<file path="src/als_pkg.sv">
// =============================================================
// Activity indicator constants
// =============================================================
package als_pkg;

   // =============================================================
   // Sources
   // =============================================================
   localparam int NSRC     = 5;
   localparam int SRC_PCC  = 0;
   localparam int SRC_SBUS = 1;
   localparam int SRC_MEDA = 2;
   localparam int SRC_MEDB = 3;
   localparam int SRC_MEDC = 4;

   // =============================================================
   // Timing
   // =============================================================
   localparam int CLK_MHZ       = 200;
   localparam int LONG_HOLD_MS  = 64;
   localparam int SHORT_HOLD_MS = 1;
   localparam int TEST_HOLD_NS  = 3800;
   localparam int LONG_HOLD_CYC  = LONG_HOLD_MS * 1000 * CLK_MHZ;
   localparam int SHORT_HOLD_CYC = SHORT_HOLD_MS * 1000 * CLK_MHZ;
   localparam int TEST_HOLD_CYC  = (TEST_HOLD_NS * CLK_MHZ + 999) / 1000;

   // =============================================================
   // Duration codes and output select
   // =============================================================
   typedef logic [1:0] als_dur_type;
   localparam als_dur_type DUR_LONG    = 2'h0;
   localparam als_dur_type DUR_TEST    = 2'h1;
   localparam als_dur_type DUR_THROUGH = 2'h2;
   localparam als_dur_type DUR_SHORT   = 2'h3;
   localparam logic [1:0]  SEL_SHARED  = 2'h3;

   typedef enum logic [1:0] {ST_IDLE, ST_TRIG, ST_HOLD} als_state_type;

   // =============================================================
   // Register map
   // =============================================================
   localparam logic [7:0] REG_MISC = 8'h00;
   localparam logic [7:0] REG_SBUS = 8'h04;
   localparam logic [7:0] REG_MEDA = 8'h08;
   localparam logic [7:0] REG_MEDB = 8'h0c;
   localparam logic [7:0] REG_MEDC = 8'h10;
   localparam logic [7:0] REG_STAT = 8'h14;

   localparam int POL_BIT     = 11;
   localparam int ROUTE3_BIT  = 6;
   localparam int PCC_DUR_LSB = 12;
   localparam int SB_DUR_LSB  = 1;
   localparam int SB_SEL_LSB  = 3;
   localparam int MED_DUR_LSB = 28;
   localparam int MED_SEL_LSB = 6;
   localparam int STAT_IND_LSB  = 0;
   localparam int STAT_HOLD_LSB = 5;
   localparam int STAT_REF_BIT  = 10;

endpackage

</file>
<file path="src/als_stretcher.sv">
// Behaviour
// - Indicator output rises one cycle after its source trigger rises.
// - Hold counter starts at trigger fall; default holds 64 ms then drops.
// - Trigger during hold clears counter; counting restarts at next fall.
// - Outputs active low; polarity bit 11 set makes all active high.
// - Counter on system clock; clock stop refused while any counter runs.
// - Card source duration at bits 13:12: 64 ms, test, through, 1 ms.
// - Serial bus duration at bits 2:1, same four-way coding.
// - Media A duration at bits 29:28 of its own register.
// - Media B and C have own duration fields at bits 29:28.
// - Card trigger: frame/interrupt in 32-bit mode, commands/irq in 16-bit.
// - Serial bus trigger while transmitting or receiving.
// - Media A trigger on transmit, receive and card-detect debounce.
// - Media B and C triggers while transmitting or receiving.
// - Serial bus and media join outputs A/B only when select is 11b.
// - Serial bus drives third output when route bit 6 is 0.
`timescale 1ns/10ps
module als_stretcher
   import als_pkg::*;
#(
   parameter int CNT_W          = 24,
   parameter int LONG_HOLD_CYC  = als_pkg::LONG_HOLD_CYC,
   parameter int SHORT_HOLD_CYC = als_pkg::SHORT_HOLD_CYC,
   parameter int TEST_HOLD_CYC  = als_pkg::TEST_HOLD_CYC
) (
   input  wire logic        clock,
   input  wire logic        rst,
   input  wire logic        cyc_i,
   input  wire logic        stb_i,
   input  wire logic        we_i,
   input  wire logic [7:0]  adr_i,
   input  wire logic [3:0]  sel_i,
   input  wire logic [31:0] dat_i,
   output logic      [31:0] dat_o,
   output logic             ack_o,
   input  wire logic        cardMode32,
   input  wire logic        cardFrameActive,
   input  wire logic        cardIntActive,
   input  wire logic        cardIoRead,
   input  wire logic        cardIoWrite,
   input  wire logic        cardOutEnable,
   input  wire logic        cardWriteEnable,
   input  wire logic        cardIntRequest,
   input  wire logic        serialBusTx,
   input  wire logic        serialBusRx,
   input  wire logic        mediaATx,
   input  wire logic        mediaARx,
   input  wire logic        mediaADebounce,
   input  wire logic        mediaBTx,
   input  wire logic        mediaBRx,
   input  wire logic        mediaCTx,
   input  wire logic        mediaCRx,
   input  wire logic        clkStopRequest,
   output logic             clkStopRefuse,
   output logic             activityOutA,
   output logic             activityOutB,
   output logic             serialBusActivityOut
);

   // =============================================================
   // Elaboration checks
   // =============================================================
   if (CNT_W < 2 || CNT_W > 30) begin : gBadWidth
      $error("CNT_W out of range");
   end
   if (LONG_HOLD_CYC < 2 || SHORT_HOLD_CYC < 2 || TEST_HOLD_CYC < 2) begin : gBadCnt
      $error("Hold counts too small");
   end
   if (LONG_HOLD_CYC >= (1 << CNT_W) || SHORT_HOLD_CYC >= (1 << CNT_W)
       || TEST_HOLD_CYC >= (1 << CNT_W)) begin : gBadFit
      $error("Hold count does not fit counter");
   end

   // =============================================================
   // Terminal count decode
   // =============================================================
   // Counts from period
   function automatic logic [CNT_W-1:0] holdLast(input als_dur_type dur);
      logic [CNT_W-1:0] last;
      last = '0;
      unique case (dur)
         DUR_LONG:    last = CNT_W'(LONG_HOLD_CYC - 1);
         DUR_SHORT:   last = CNT_W'(SHORT_HOLD_CYC - 1);
         DUR_TEST:    last = CNT_W'(TEST_HOLD_CYC - 1);
         DUR_THROUGH: last = '0;
      endcase
      return last;
   endfunction

   // =============================================================
   // Configuration registers
   // =============================================================
   logic        polarity_r;
   logic        route3Off_r;
   als_dur_type durSel_r [NSRC];
   logic [1:0]  outSel_r [NSRC];
   logic        wrStrobe;
   logic        ackNxt;

   assign ackNxt   = cyc_i & stb_i & ~ack_o;
   assign wrStrobe = ackNxt & we_i;

   always_ff @(posedge clock or posedge rst) begin
      if (rst) begin
         polarity_r  <= 1'b0;
         route3Off_r <= 1'b0;
      end else if (wrStrobe && adr_i == REG_MISC) begin
         if (sel_i[POL_BIT / 8]) begin
            polarity_r <= dat_i[POL_BIT];
         end
         if (sel_i[ROUTE3_BIT / 8]) begin
            route3Off_r <= dat_i[ROUTE3_BIT];
         end
      end
   end

   always_ff @(posedge clock or posedge rst) begin
      if (rst) begin
         for (int i = 0; i < NSRC; i++) begin
            durSel_r[i] <= DUR_LONG;
            outSel_r[i] <= 2'h0;
         end
      end else if (wrStrobe) begin
         unique case (adr_i)
            REG_MISC: begin
               if (sel_i[PCC_DUR_LSB / 8]) begin
                  durSel_r[SRC_PCC] <= dat_i[PCC_DUR_LSB +: 2];
               end
            end
            REG_SBUS: begin
               if (sel_i[SB_DUR_LSB / 8]) begin
                  durSel_r[SRC_SBUS] <= dat_i[SB_DUR_LSB +: 2];
                  outSel_r[SRC_SBUS] <= dat_i[SB_SEL_LSB +: 2];
               end
            end
            REG_MEDA: begin
               if (sel_i[MED_DUR_LSB / 8]) begin
                  durSel_r[SRC_MEDA] <= dat_i[MED_DUR_LSB +: 2];
               end
               if (sel_i[MED_SEL_LSB / 8]) begin
                  outSel_r[SRC_MEDA] <= dat_i[MED_SEL_LSB +: 2];
               end
            end
            REG_MEDB: begin
               if (sel_i[MED_DUR_LSB / 8]) begin
                  durSel_r[SRC_MEDB] <= dat_i[MED_DUR_LSB +: 2];
               end
               if (sel_i[MED_SEL_LSB / 8]) begin
                  outSel_r[SRC_MEDB] <= dat_i[MED_SEL_LSB +: 2];
               end
            end
            REG_MEDC: begin
               if (sel_i[MED_DUR_LSB / 8]) begin
                  durSel_r[SRC_MEDC] <= dat_i[MED_DUR_LSB +: 2];
               end
               if (sel_i[MED_SEL_LSB / 8]) begin
                  outSel_r[SRC_MEDC] <= dat_i[MED_SEL_LSB +: 2];
               end
            end
            default: begin
            end
         endcase
      end
   end

   // =============================================================
   // Triggers
   // =============================================================
   logic [NSRC-1:0] trig;

   always_comb begin
      if (cardMode32) begin
         trig[SRC_PCC] = cardFrameActive | cardIntActive;
      end else begin
         trig[SRC_PCC] = cardIoRead | cardIoWrite | cardOutEnable
                         | cardWriteEnable | cardIntRequest;
      end
      trig[SRC_SBUS] = serialBusTx | serialBusRx;
      trig[SRC_MEDA] = mediaATx | mediaARx | mediaADebounce;
      trig[SRC_MEDB] = mediaBTx | mediaBRx;
      trig[SRC_MEDC] = mediaCTx | mediaCRx;
   end

   // =============================================================
   // Per-source stretchers
   // =============================================================
   logic [NSRC-1:0] holding;
   logic [NSRC-1:0] fallGap;
   logic [NSRC-1:0] indicator;

   for (genvar s = 0; s < NSRC; s++) begin : gSrc
      als_state_type    state_r;
      logic [CNT_W-1:0] cnt_r;

      always_ff @(posedge clock or posedge rst) begin
         if (rst) begin
            state_r <= ST_IDLE;
            cnt_r   <= '0;
         end else begin
            unique case (state_r)
               ST_IDLE: begin
                  if (trig[s]) begin
                     state_r <= ST_TRIG;
                  end
               end
               ST_TRIG: begin
                  cnt_r <= '0;
                  if (!trig[s]) begin
                     state_r <= (durSel_r[s] == DUR_THROUGH) ? ST_IDLE : ST_HOLD;
                  end
               end
               ST_HOLD: begin
                  if (trig[s]) begin
                     state_r <= ST_TRIG;
                     cnt_r   <= '0;
                  end else if (cnt_r >= holdLast(durSel_r[s])) begin
                     state_r <= ST_IDLE;
                     cnt_r   <= '0;
                  end else begin
                     cnt_r <= cnt_r + 1'b1;
                  end
               end
            endcase
         end
      end

      assign holding[s] = (state_r == ST_HOLD);
      assign fallGap[s] = (state_r == ST_TRIG) & (durSel_r[s] != DUR_THROUGH);
      assign indicator[s] = trig[s] | holding[s] | fallGap[s];
   end

   // =============================================================
   // Output merge
   // =============================================================
   logic [NSRC-1:0] shared;
   logic            anyShared;
   logic            thirdLevel;

   always_comb begin
      shared = '0;
      shared[SRC_PCC] = indicator[SRC_PCC];
      for (int i = 1; i < NSRC; i++) begin
         shared[i] = indicator[i] & (outSel_r[i] == SEL_SHARED);
      end
   end

   assign anyShared  = |shared;
   assign thirdLevel = indicator[SRC_SBUS] & ~route3Off_r;

   always_ff @(posedge clock or posedge rst) begin
      if (rst) begin
         activityOutA         <= 1'b1;
         activityOutB         <= 1'b1;
         serialBusActivityOut <= 1'b1;
      end else begin
         activityOutA         <= polarity_r ? anyShared : ~anyShared;
         activityOutB         <= polarity_r ? anyShared : ~anyShared;
         serialBusActivityOut <= polarity_r ? thirdLevel : ~thirdLevel;
      end
   end

   // =============================================================
   // Clock stop refusal
   // =============================================================
   always_ff @(posedge clock or posedge rst) begin
      if (rst) begin
         clkStopRefuse <= 1'b0;
      end else begin
         clkStopRefuse <= clkStopRequest & (|holding);
      end
   end

   // =============================================================
   // Bus answer
   // =============================================================
   logic [31:0] rdData;

   always_comb begin
      rdData = 32'h0;
      unique case (adr_i)
         REG_MISC: begin
            rdData[POL_BIT]          = polarity_r;
            rdData[ROUTE3_BIT]       = route3Off_r;
            rdData[PCC_DUR_LSB +: 2] = durSel_r[SRC_PCC];
         end
         REG_SBUS: begin
            rdData[SB_DUR_LSB +: 2] = durSel_r[SRC_SBUS];
            rdData[SB_SEL_LSB +: 2] = outSel_r[SRC_SBUS];
         end
         REG_MEDA: begin
            rdData[MED_DUR_LSB +: 2] = durSel_r[SRC_MEDA];
            rdData[MED_SEL_LSB +: 2] = outSel_r[SRC_MEDA];
         end
         REG_MEDB: begin
            rdData[MED_DUR_LSB +: 2] = durSel_r[SRC_MEDB];
            rdData[MED_SEL_LSB +: 2] = outSel_r[SRC_MEDB];
         end
         REG_MEDC: begin
            rdData[MED_DUR_LSB +: 2] = durSel_r[SRC_MEDC];
            rdData[MED_SEL_LSB +: 2] = outSel_r[SRC_MEDC];
         end
         REG_STAT: begin
            rdData[STAT_IND_LSB +: NSRC]  = indicator;
            rdData[STAT_HOLD_LSB +: NSRC] = holding;
            rdData[STAT_REF_BIT]          = clkStopRefuse;
         end
         default: begin
            rdData = 32'h0;
         end
      endcase
   end

   always_ff @(posedge clock or posedge rst) begin
      if (rst) begin
         ack_o <= 1'b0;
         dat_o <= 32'h0;
      end else begin
         ack_o <= ackNxt;
         if (ackNxt && !we_i) begin
            dat_o <= rdData;
         end
      end
   end

endmodule

</file>
<file path="config.mk">
export PLATFORM = sky130hd
export DESIGN_NAME = als_stretcher
export DESIGN_NICKNAME = d
export VERILOG_FILES = /design/src/als_pkg.sv /design/src/als_stretcher.sv
export SDC_FILE = /design/constraint.sdc
export NUM_CORES = 1
export LEC_CHECK = 0
export BUFFER_PORTS_ARGS = -buffer_cell sky130_fd_sc_hd__clkbuf_2
export CAP_MARGIN = 25
export CORE_MARGIN = 1.5
export CORE_UTILIZATION = 31
export CTS_BUF_LIST = sky130_fd_sc_hd__clkbuf_2 sky130_fd_sc_hd__clkbuf_4 sky130_fd_sc_hd__clkbuf_8
export DETAILED_ROUTE_END_ITERATION = 10
export REMOVE_ABC_BUFFERS = 1
export SETUP_SLACK_MARGIN = 0.2
export SYNTH_ARGS = -nofsm -noshare
export SYNTH_HDL_FRONTEND = slang
export SYNTH_SLANG_ARGS = --single-unit
export TNS_END_PERCENT = 20
</file>
<file path="constraint.sdc">
create_clock -name clock -period 6.8 [get_ports clock]
set_clock_uncertainty 0.15 [all_clocks]
set_input_delay 0.34 -clock clock [delete_from_list [all_inputs] [get_ports clock]]
set_output_delay 0.34 -clock clock [all_outputs]
set_load 0.1 [all_outputs]
</file>
==> results by stage, run 1 <==
Timing:
- The slack of the critical path is 3.28 ns.
- The sum of negative setup slack is 0 ns.
- Final hold analysis gives a worst-case slack of 0.112 ns.
- At the pin with the least slew margin, the transition time is 1.00 ns.
- The smallest clock period supported by the final layout is computed as 3.52 ns.
- The number of hold violations in the final report was 0.
- The worst path uses 51.7% of the clock period.
- Headroom to the max-slew limit came out at 32.8%.
- The final setup violation count is 0.
- The maximum clock frequency is 284 MHz.
- Setup repair after global routing left no endpoint under its margin.
- The max-slew violation count is 0.

Layout:
- The total inserted antenna cells is 0.
- The post-route netlist has 13.3% of its cells at a drive strength greater than 1.
- The final design area excluding fillers is 12100 µm².
- The area growth from synthesis to layout is 12.2%.
- Once layout is complete, the utilization of the core stands at 35.1%.
- The non-filler instance count after layout is 1676.
- In the final design database the tool counted 1381 nets.

Clocking:
- Post-CTS repair changed the size of 0 cells.
- The clock passes through at most 2 buffers.
- The clock reaches the later pin of the worst-skew pair after 0.48 ns.
- Buffers inserted during clock tree synthesis total 17.
- TritonCTS built the clock tree.
- After clock tree synthesis, the clock-pin slew on the worst setup and hold paths is 0.11 ns.
- The number of H-tree branching levels is 4.
- The tree is rooted in a clkbuf_8.
- The clock net in this run drives a total of 170 sinks.

Synth:
- Dividing the synthesized area by the synthesized cell count gives 9.51 µm².
- The warning count from the yosys run is 0.
- The number of different library cells used by synthesis comes to 70.
- The synthesized area is 10800 µm².
- The flip-flop and latch count after synthesis is 170.
- Summed over its instances, the top area cell type makes up 39.1% of the synthesized netlist area.
- Yosys attributes the largest share of cell area to dfrtp_1, ha_1, nor2_1.
- The synthesized design contains 0 enable-type register cells.
- The async set or reset register ratio after synthesis is 100%.
- After synthesis, flip-flops and latches occupy 39.6% of the total area.
- For this run, the leading register cell type out of synthesis is dfrtp_1.
- Synthesis produced 1131 cells.
- The cell type contributing the most total cell area after synthesis is dfrtp_1.

Drt:
- The final antenna-violating net count is 0.
- For this block, the via count after detailed routing is 8214.
- The remaining design rule violation count is 0.
- Using the TritonRoute via totals, the vias-per-cell ratio works out to 4.90.
- After detailed routing, the total wire length is 24.0 mm.
- After the first detailed-routing iteration, the DRC count stood at 391.
- The routed wirelength normalized by instance count is 14.3 µm.
- The pre-antenna-repair detailed-routing pass consisted of 5 iterations.

Flow run:
- The max-cap check violation count is 0.

Global routing:
- The pin count of the biggest net entering global routing is 98.
- The number of global-route vias before repair is 8230.
- The number of antenna violations at the first check in global routing came to 0.
- The total routing usage reported by global routing is 14.1%.
- The residual overflow from global routing is 0.
- The wire length of the first global-routing pass is 41.2 mm.

Floorplan:
- The floorplan step set the die height to 189 µm.
- The number of rows in the core area is 68.
- The die is 189 µm wide.
- The core area is 34400 µm².
- The initial core utilization is 31.3%.
- The floorplan step defined a die boundary enclosing 35800 µm².
- The number of primary I/O pins is 104.

Place:
- After detailed placement, the design holds a cell count of 1626.
- Port buffering added 65 buffers.
- The global placement routability congestion is 0.788.
- After legalization and detailed placement, the total HPWL measured 17.6 mm.
- At the placement stage, the worst setup path has a slack of 3.22 ns.
- The total cell area at the placement stage is 11500 µm².

Worst setup path:
- The worst setup path is of the flip-flop to flip-flop kind.
- The worst setup path is launched from a flip-flop.
- Measured in cells, the most critical reg-to-reg path has a length of 9.
- The arrival time at the worst endpoint is 3.71 ns.
- The maximum fanout along the worst path is 19.
- Data on the critical path is required at its endpoint by 6.99 ns.
- The sort of element at the end of the critical path is a flip-flop.

Pwr:
- The power density over the cells is 207 nW/µm².
- The worst ir drop on vdd is 119 µV.
- The total power is 2.50 mW.
- The leakage power total is 5.62 nW.

Hold path:
- The path class of the tightest hold or removal check is primary input to flip-flop.
- Along the worst hold path, the cell count comes to 4.

Outcome:
- The flow ran to the end, and the final reports show no timing, DRC or antenna violations.
## layout make-up
type | instances | area (µm²)
Clock buffer | 18 | 248
Clock inverter | 14 | 145
Fill cell | 3576 | 22300
Inverter | 52 | 200
Multi-Input combinational cell | 880 | 6090
Sequential cell | 170 | 4260
Tap cell | 455 | 569
Timing Repair Buffer | 87 | 566
## layer usage
| metal | share of wire (%) | GRT usage, % | vias up |
|---|---|---|---|
| li1 | - | - | 4116 |
| met1 | 48 | 18.9 | 3977 |
| met2 | 47 | 23.3 | 95 |
| met3 | 2.5 | 2.13 | 26 |
| met4 | 2.1 | 4.61 | 0 |
| met5 | 0 | 0 | - |
## placed cells by master, fill, tap and decap left out, drive strengths merged, types with 5 or more instances in the layout
cell type	n
nand2b	9
dlygate4sd3	15
nand3	54
conb	16
a21oi	23
or3	11
and3	20
xor2	56
mux2	17
nor2b	13
inv	60
nand4	38
o2bb2ai	11
a31oi	8
and2	5
ha	106
dfrtp	168
o21ai	35
nor3	25
o22ai	9
nor4	13
and4	6
or4	9
clkbuf	83
xnor2	39
nand2	91
o21a	8
mux2i	17
nor2	155
a221o	6
a211oi	6
buf	7
a21o	8
clkinv	6
or2	13
## sequential cells by signal (all words and copies together) (netlist names)
signal and count:
dat_o 16, outSel_r 8, route3Off_r 1, clkStopRefuse 1, ack_o 1, gSrc.state_r 10, serialBusActivityOut 1, polarity_r 1
gSrc.cnt_r 120, durSel_r 10, activityOutB 1
## power breakdown
part	total [mW]	internal [mW]	leakage, nW	switching (mW)
combinational	0.698	0.187	3.10	0.511
clock	0.734	0.287	0.203	0.447
sequential	1.07	1.05	2.32	0.0232
total	2.50	1.52	5.62	0.981
## logic make-up after synthesis
group / Yosys count / synth area share, %
and+or+nand+nor: 476 / 22.0
DFF: 170 / 39.6
AOI/OAI and AO/OA: 150 / 10.3
adders and majority gates: 109 / 12.6
buffers and inverters: 96 / 4.35
xor gates and xnor gates: 95 / 7.74
muxes: 34 / 3.36
other: 1 / 0.0349
## synthesized netlist by cell type (12+ instances only)
cell and count:
and3_1 19, clkbuf_1 17, mux2_2 17, a21oi_1 22, nor2b_1 13, nor4_1 12
xnor2_1 39, nand2_1 91, xor2_1 56, nor2_1 145, dfrtp_1 168, inv_1 50
buf_4 20, nor3_1 25, mux2i_1 17, nand3_1 54, ha_1 106, or2_2 13
nand4_1 38, o21ai_0 34
## worst max-delay path: stages, from the launching register on
cell	delay, ns
dfrtp_1	0.43
inv_1	0.08
ha_1	0.40
ha_1	0.35
nand4_1	0.10
nor4_1	0.19
nand4_1	0.12
o221ai_1	0.77
and2_1	0.68
nor2_1	0.11
## what timing repair did
item	4_1_cts	5_1_grt
hold buffers	15	0
setup buffers	0	0
endpoints found under the hold margin	116	0
## final timing paths
path,start,end,slack [ns]
hold reg to reg,dat_o[28]$_DFFE_PP0P_,dat_o[28]$_DFFE_PP0P_,0.34
setup / recovery,durSel_r[0]$_DFFE_PP0P_,gSrc[4].cnt_r[23]$_DFFE_PP0P_,3.28
setup reg to reg,durSel_r[0]$_DFFE_PP0P_,gSrc[4].cnt_r[23]$_DFFE_PP0P_,3.28
min in group asynchronous,rst,gSrc[4].cnt_r[5]$_DFFE_PP0P_,0.25
hold / removal,mediaCTx,gSrc[4].state_r[0]$_DFFE_PP0P_,0.11
max in group asynchronous,rst,gSrc[3].cnt_r[3]$_DFFE_PP0N_,5.33
No activity file was read; power rests on OpenSTA's default activity.
==> inputs of run 2 (changes only) <==
==> constraint.sdc (replaced) <==
create_clock -name clock -period 3.1 [get_ports clock]
set_clock_uncertainty 0.15 [all_clocks]
set_input_delay 0.155 -clock clock [delete_from_list [all_inputs] [get_ports clock]]
set_output_delay 0.155 -clock clock [all_outputs]
set_load 0.1 [all_outputs]
==> run 2 against run 1 <==
Worst setup slack worse by 3.1 ns; die area unchanged; sequential power rose by 120%; critical path depth grew 1; global-route usage about the same; worst hold slack lost 0.069 ns; maximum frequency is 22% higher; clock power is 120% higher; sequential cell count unchanged; register-to-register slack worse by 3.1 ns; total power grew 130%; non-clock buffer count rose by 46; critical path type unchanged.
==> results by stage, run 2 (same netlist as run 1, synthesis figures left out) <==
Timing:
- The pin slew with the least headroom to its limit came to 0.900 ns (-0.101 ns).
- The sum of negative setup slack came to 0 ns (unchanged).
- The final critical-path share of the clock period is 92.8% (+41 points).
- The final period demand of the worst path is 2.88 ns (-0.640 ns).
- Setup repair after global routing could not meet its margin everywhere.
- The headroom to the max-slew limit is 40.0% (+7.2 points).
- The max-slew violation count is 0 (unchanged).
- The worst hold-check slack is 0.0434 ns (-0.0689 ns).
- The number of hold violations in the final report is 0 (unchanged).
- The maximum clock frequency was 348 MHz (+22%).
- The final setup violation count is 0 (unchanged).

Layout:
- The post-layout net count is 1427 (+3.3%).
- Compared with the post-synthesis result, the final layout area differs by 17.5%.
- The total inserted antenna cells is 0 (unchanged).
- The non-filler instance count after layout is 1722 (+2.7%).
- The final standard cell utilization of the core is 36.8% (+1.6 points).
- In the final layout, the registers with the most flip-flops are gSrc.cnt_r (120), dat_o (16).
- The register with the most flip-flops in the final layout is gSrc.cnt_r.
- The fraction of layout cells with a size suffix above 1 is 16.8% (+3.5 points).
- The most common cell after layout, fill and taps aside is dfrtp_1.
- The flip-flop count of the largest register after layout is 120 (unchanged).
- In the layout the commonest cells are dfrtp_1, nor2_1, ha_1.

Worst setup path:
- The maximum fanout along the worst path is 9 (-10).
- The type of the setup path with the least slack is flip-flop to flip-flop.
- The depth of the worst register-to-register path is 10 (+1).
- The worst setup path is captured at a flip-flop.
- STA classifies the critical path startpoint as a flip-flop.
- The capturing point of the worst reg2reg path is gSrc[2].cnt_r[19]$_DFFE_PP0P_.
- The startpoint identified for the worst register-to-register timing path is durSel_r[5]$_DFFE_PP0P_.
- The reg-to-reg setup timing slack came to 0.22 ns (-3.06 ns).
- The worst path required time is 3.33 ns (-3.66 ns).
- The arrival time at the worst endpoint is 3.11 ns (-0.60 ns).

Place:
- The count of buffers inserted at the top-level ports is 65 (unchanged).
- The number of placed instances with taps included is 1652 (+1.6%).
- The detailed placer's ending HPWL is 18.3 mm (+3.6%).
- The global placement routability congestion is 0.810 (+2.8%).

Pwr:
- The worst ir drop on vdd is 576 µV (+380%).
- The share of power burned in combinational logic is 32.2% (+4.3 points).
- The leakage power total is 5.85 nW (+4.1%).
- The clock power share is 27.5% (-1.8 points).
- The power density over the cells is 462 nW/µm² (+120%).
- The net switching component of the power is 2.19 mW (+120%).
- The sequential share of power is 40.2% (-2.6 points).
- The proportion of total power due to net switching is 37.5% (-1.8 points).
- The cell-internal power is 3.65 mW (+140%).

Hold path:
- The worst hold path depth is 4 (unchanged).
- The worst hold-check path type is primary input to flip-flop.
- In this run the most critical hold path is launched from adr_i[6].
- The worst min-delay path endpoint is durSel_r[3]$_DFFE_PP0P_.

Drt:
- The remaining design rule violation count is 0 (unchanged).
- The total iterations of the first detailed-routing run came to 5 (unchanged).
- The final antenna-violating net count was 0 (unchanged).
- The vias per cell came to 4.94 (+0.88%).
- The detailed-route via count was 8514 (+3.7%).
- The routed wirelength normalized by instance count is 14.5 µm (+1.0%).
- The total wire length was 24.9 mm (+3.8%).
- The first-iteration detailed-routing DRC count is 377 (-3.6%).

Clocking:
- The latest clock arrival within the worst-skew pair is 0.49 ns (about the same).
- The clock-pin slew on the worst setup and hold paths came to 0.10 ns (about the same).
- The number of H-tree branching levels is 4 (unchanged).
- The number of buffers inserted during clock tree synthesis came to 17 (unchanged).
- TritonCTS built the clock tree.
- The clock net sink count came to 170 (unchanged).
- The worst-case clock buffer depth came to 2 (unchanged).
- The root buffer cell chosen for the clock tree is clkbuf_8.

Global routing:
- In this run the most used layer during global routing was met2.
- The wire length of the first global-routing pass is 41.0 mm (-0.58%).
- The residual overflow from global routing is 0 (unchanged).
- The global-route track usage on met1 is 18.3% (-0.54 points).
- The met2 capacity usage during global routing is 23.5% (+0.20 points).
- The number of antenna violations at the first check in global routing is 0 (unchanged).
- The pin count of the biggest net entering global routing is 61 (-38%).
- The global-route met3 utilization is 2.28% (+0.15 points).
- The number of global-route vias before repair is 8182 (-0.58%).
- The total routing usage reported by global routing came to 14.1% (about the same).

Floorplan:
- The number of rows in the core area came to 68 (unchanged).
- The die outline area is 35800 µm² (unchanged).
- The die width came to 189 µm (unchanged).
- The initial core utilization is 31.3% (unchanged).
- The height of the die was 189 µm (unchanged).
- The number of primary I/O pins was 104 (unchanged).
- The core area is 34400 µm² (unchanged).

Outcome:
- The run finished with clean final reports.

Flow run:
- The max-cap check violation count was 0 (unchanged).
==> run 2: cell count changes in the layout (fill, tap and decap cells not counted), moves of 3 or more <==
cell           change
buf_4             +25
dlygate4sd3_1     +16
ha_1               -7
ha_2               +5
buf_12             +4
clkinvlp_4         +4
and2_1             -3
and2_4             +3
buf_6              +3
==> run 2: stage by stage <==
stage	instance area (µm²)	total power [mW]	setup slack, ns
final	12600	5.83	0.223
after detailed placement	11700	4.13	0.0242
after CTS	12400	5.80	0.110
after floorplan	10500	3.51	-1.81
after global routing	12600	6.17	0.111
after global placement	11700	4.11	0.101
==> run 2: how the worst max path moves through the flow <==
stage / from / end / slack (ns)
after floorplan: rst / ack_o$_DFF_PP0_ / -1.81
after global placement: durSel_r[6]$_DFFE_PP0P_ / gSrc[1].cnt_r[5]$_DFFE_PP0P_ / 0.10
after detailed placement: durSel_r[6]$_DFFE_PP0P_ / gSrc[1].cnt_r[17]$_DFFE_PP0P_ / 0.02
after CTS: durSel_r[6]$_DFFE_PP0P_ / gSrc[1].cnt_r[7]$_DFFE_PP0P_ / 0.11
after global routing: durSel_r[6]$_DFFE_PP0P_ / gSrc[1].cnt_r[6]$_DFFE_PP0P_ / 0.11
final: durSel_r[5]$_DFFE_PP0P_ / gSrc[2].cnt_r[19]$_DFFE_PP0P_ / 0.22
==> run 2: critical path: stages, from the launching register on <==
cell and delay (ns):
dfrtp_1 0.45, inv_2 0.08, buf_4 0.14, ha_1 0.21
nor2_4 0.15, mux2_4 0.31, or4_4 0.56, o211ai_4 0.28
and2_4 0.23, clkbuf_16 0.16, nor2_1 0.05
==> run 2: repair_timing <==
item,CTS,global route
hold buffers,31,0
setup buffers,0,6
cloned,0,1
hold endpoints to repair,84,0
resized for setup,5,30
pin swaps,1,8
endpoints found under the setup margin,65,125
==> run 2: power groups by stage <==
stage | combinational, mW | sequential, mW | clock, mW
3_3_place_gp | 1.72 | 2.39 | 0
4_1_cts | 1.79 | 2.35 | 1.66
6_report | 1.88 | 2.35 | 1.61
3_5_place_dp | 1.74 | 2.39 | 0
2_1_floorplan | 1.02 | 2.48 | 0
5_1_grt | 2.05 | 2.36 | 1.76
==> run 2: area by class of cell <==
cell class                 count  area (µm²)
multi-input combinational    880        6230
timing repair buffer         133         992
tap                          455         569
clock buffer                  17         234
fill                        3465       21700
clock inverter                15         154
inverter                      52         200
sequential                   170        4260
==> run 2: layer usage <==
metal | part of all wire [%] | vias to the layer above
met5 | 0 | -
met4 | 2.5 | 0
met3 | 2.7 | 32
met2 | 47 | 121
met1 | 47 | 4136
li1 | - | 4225
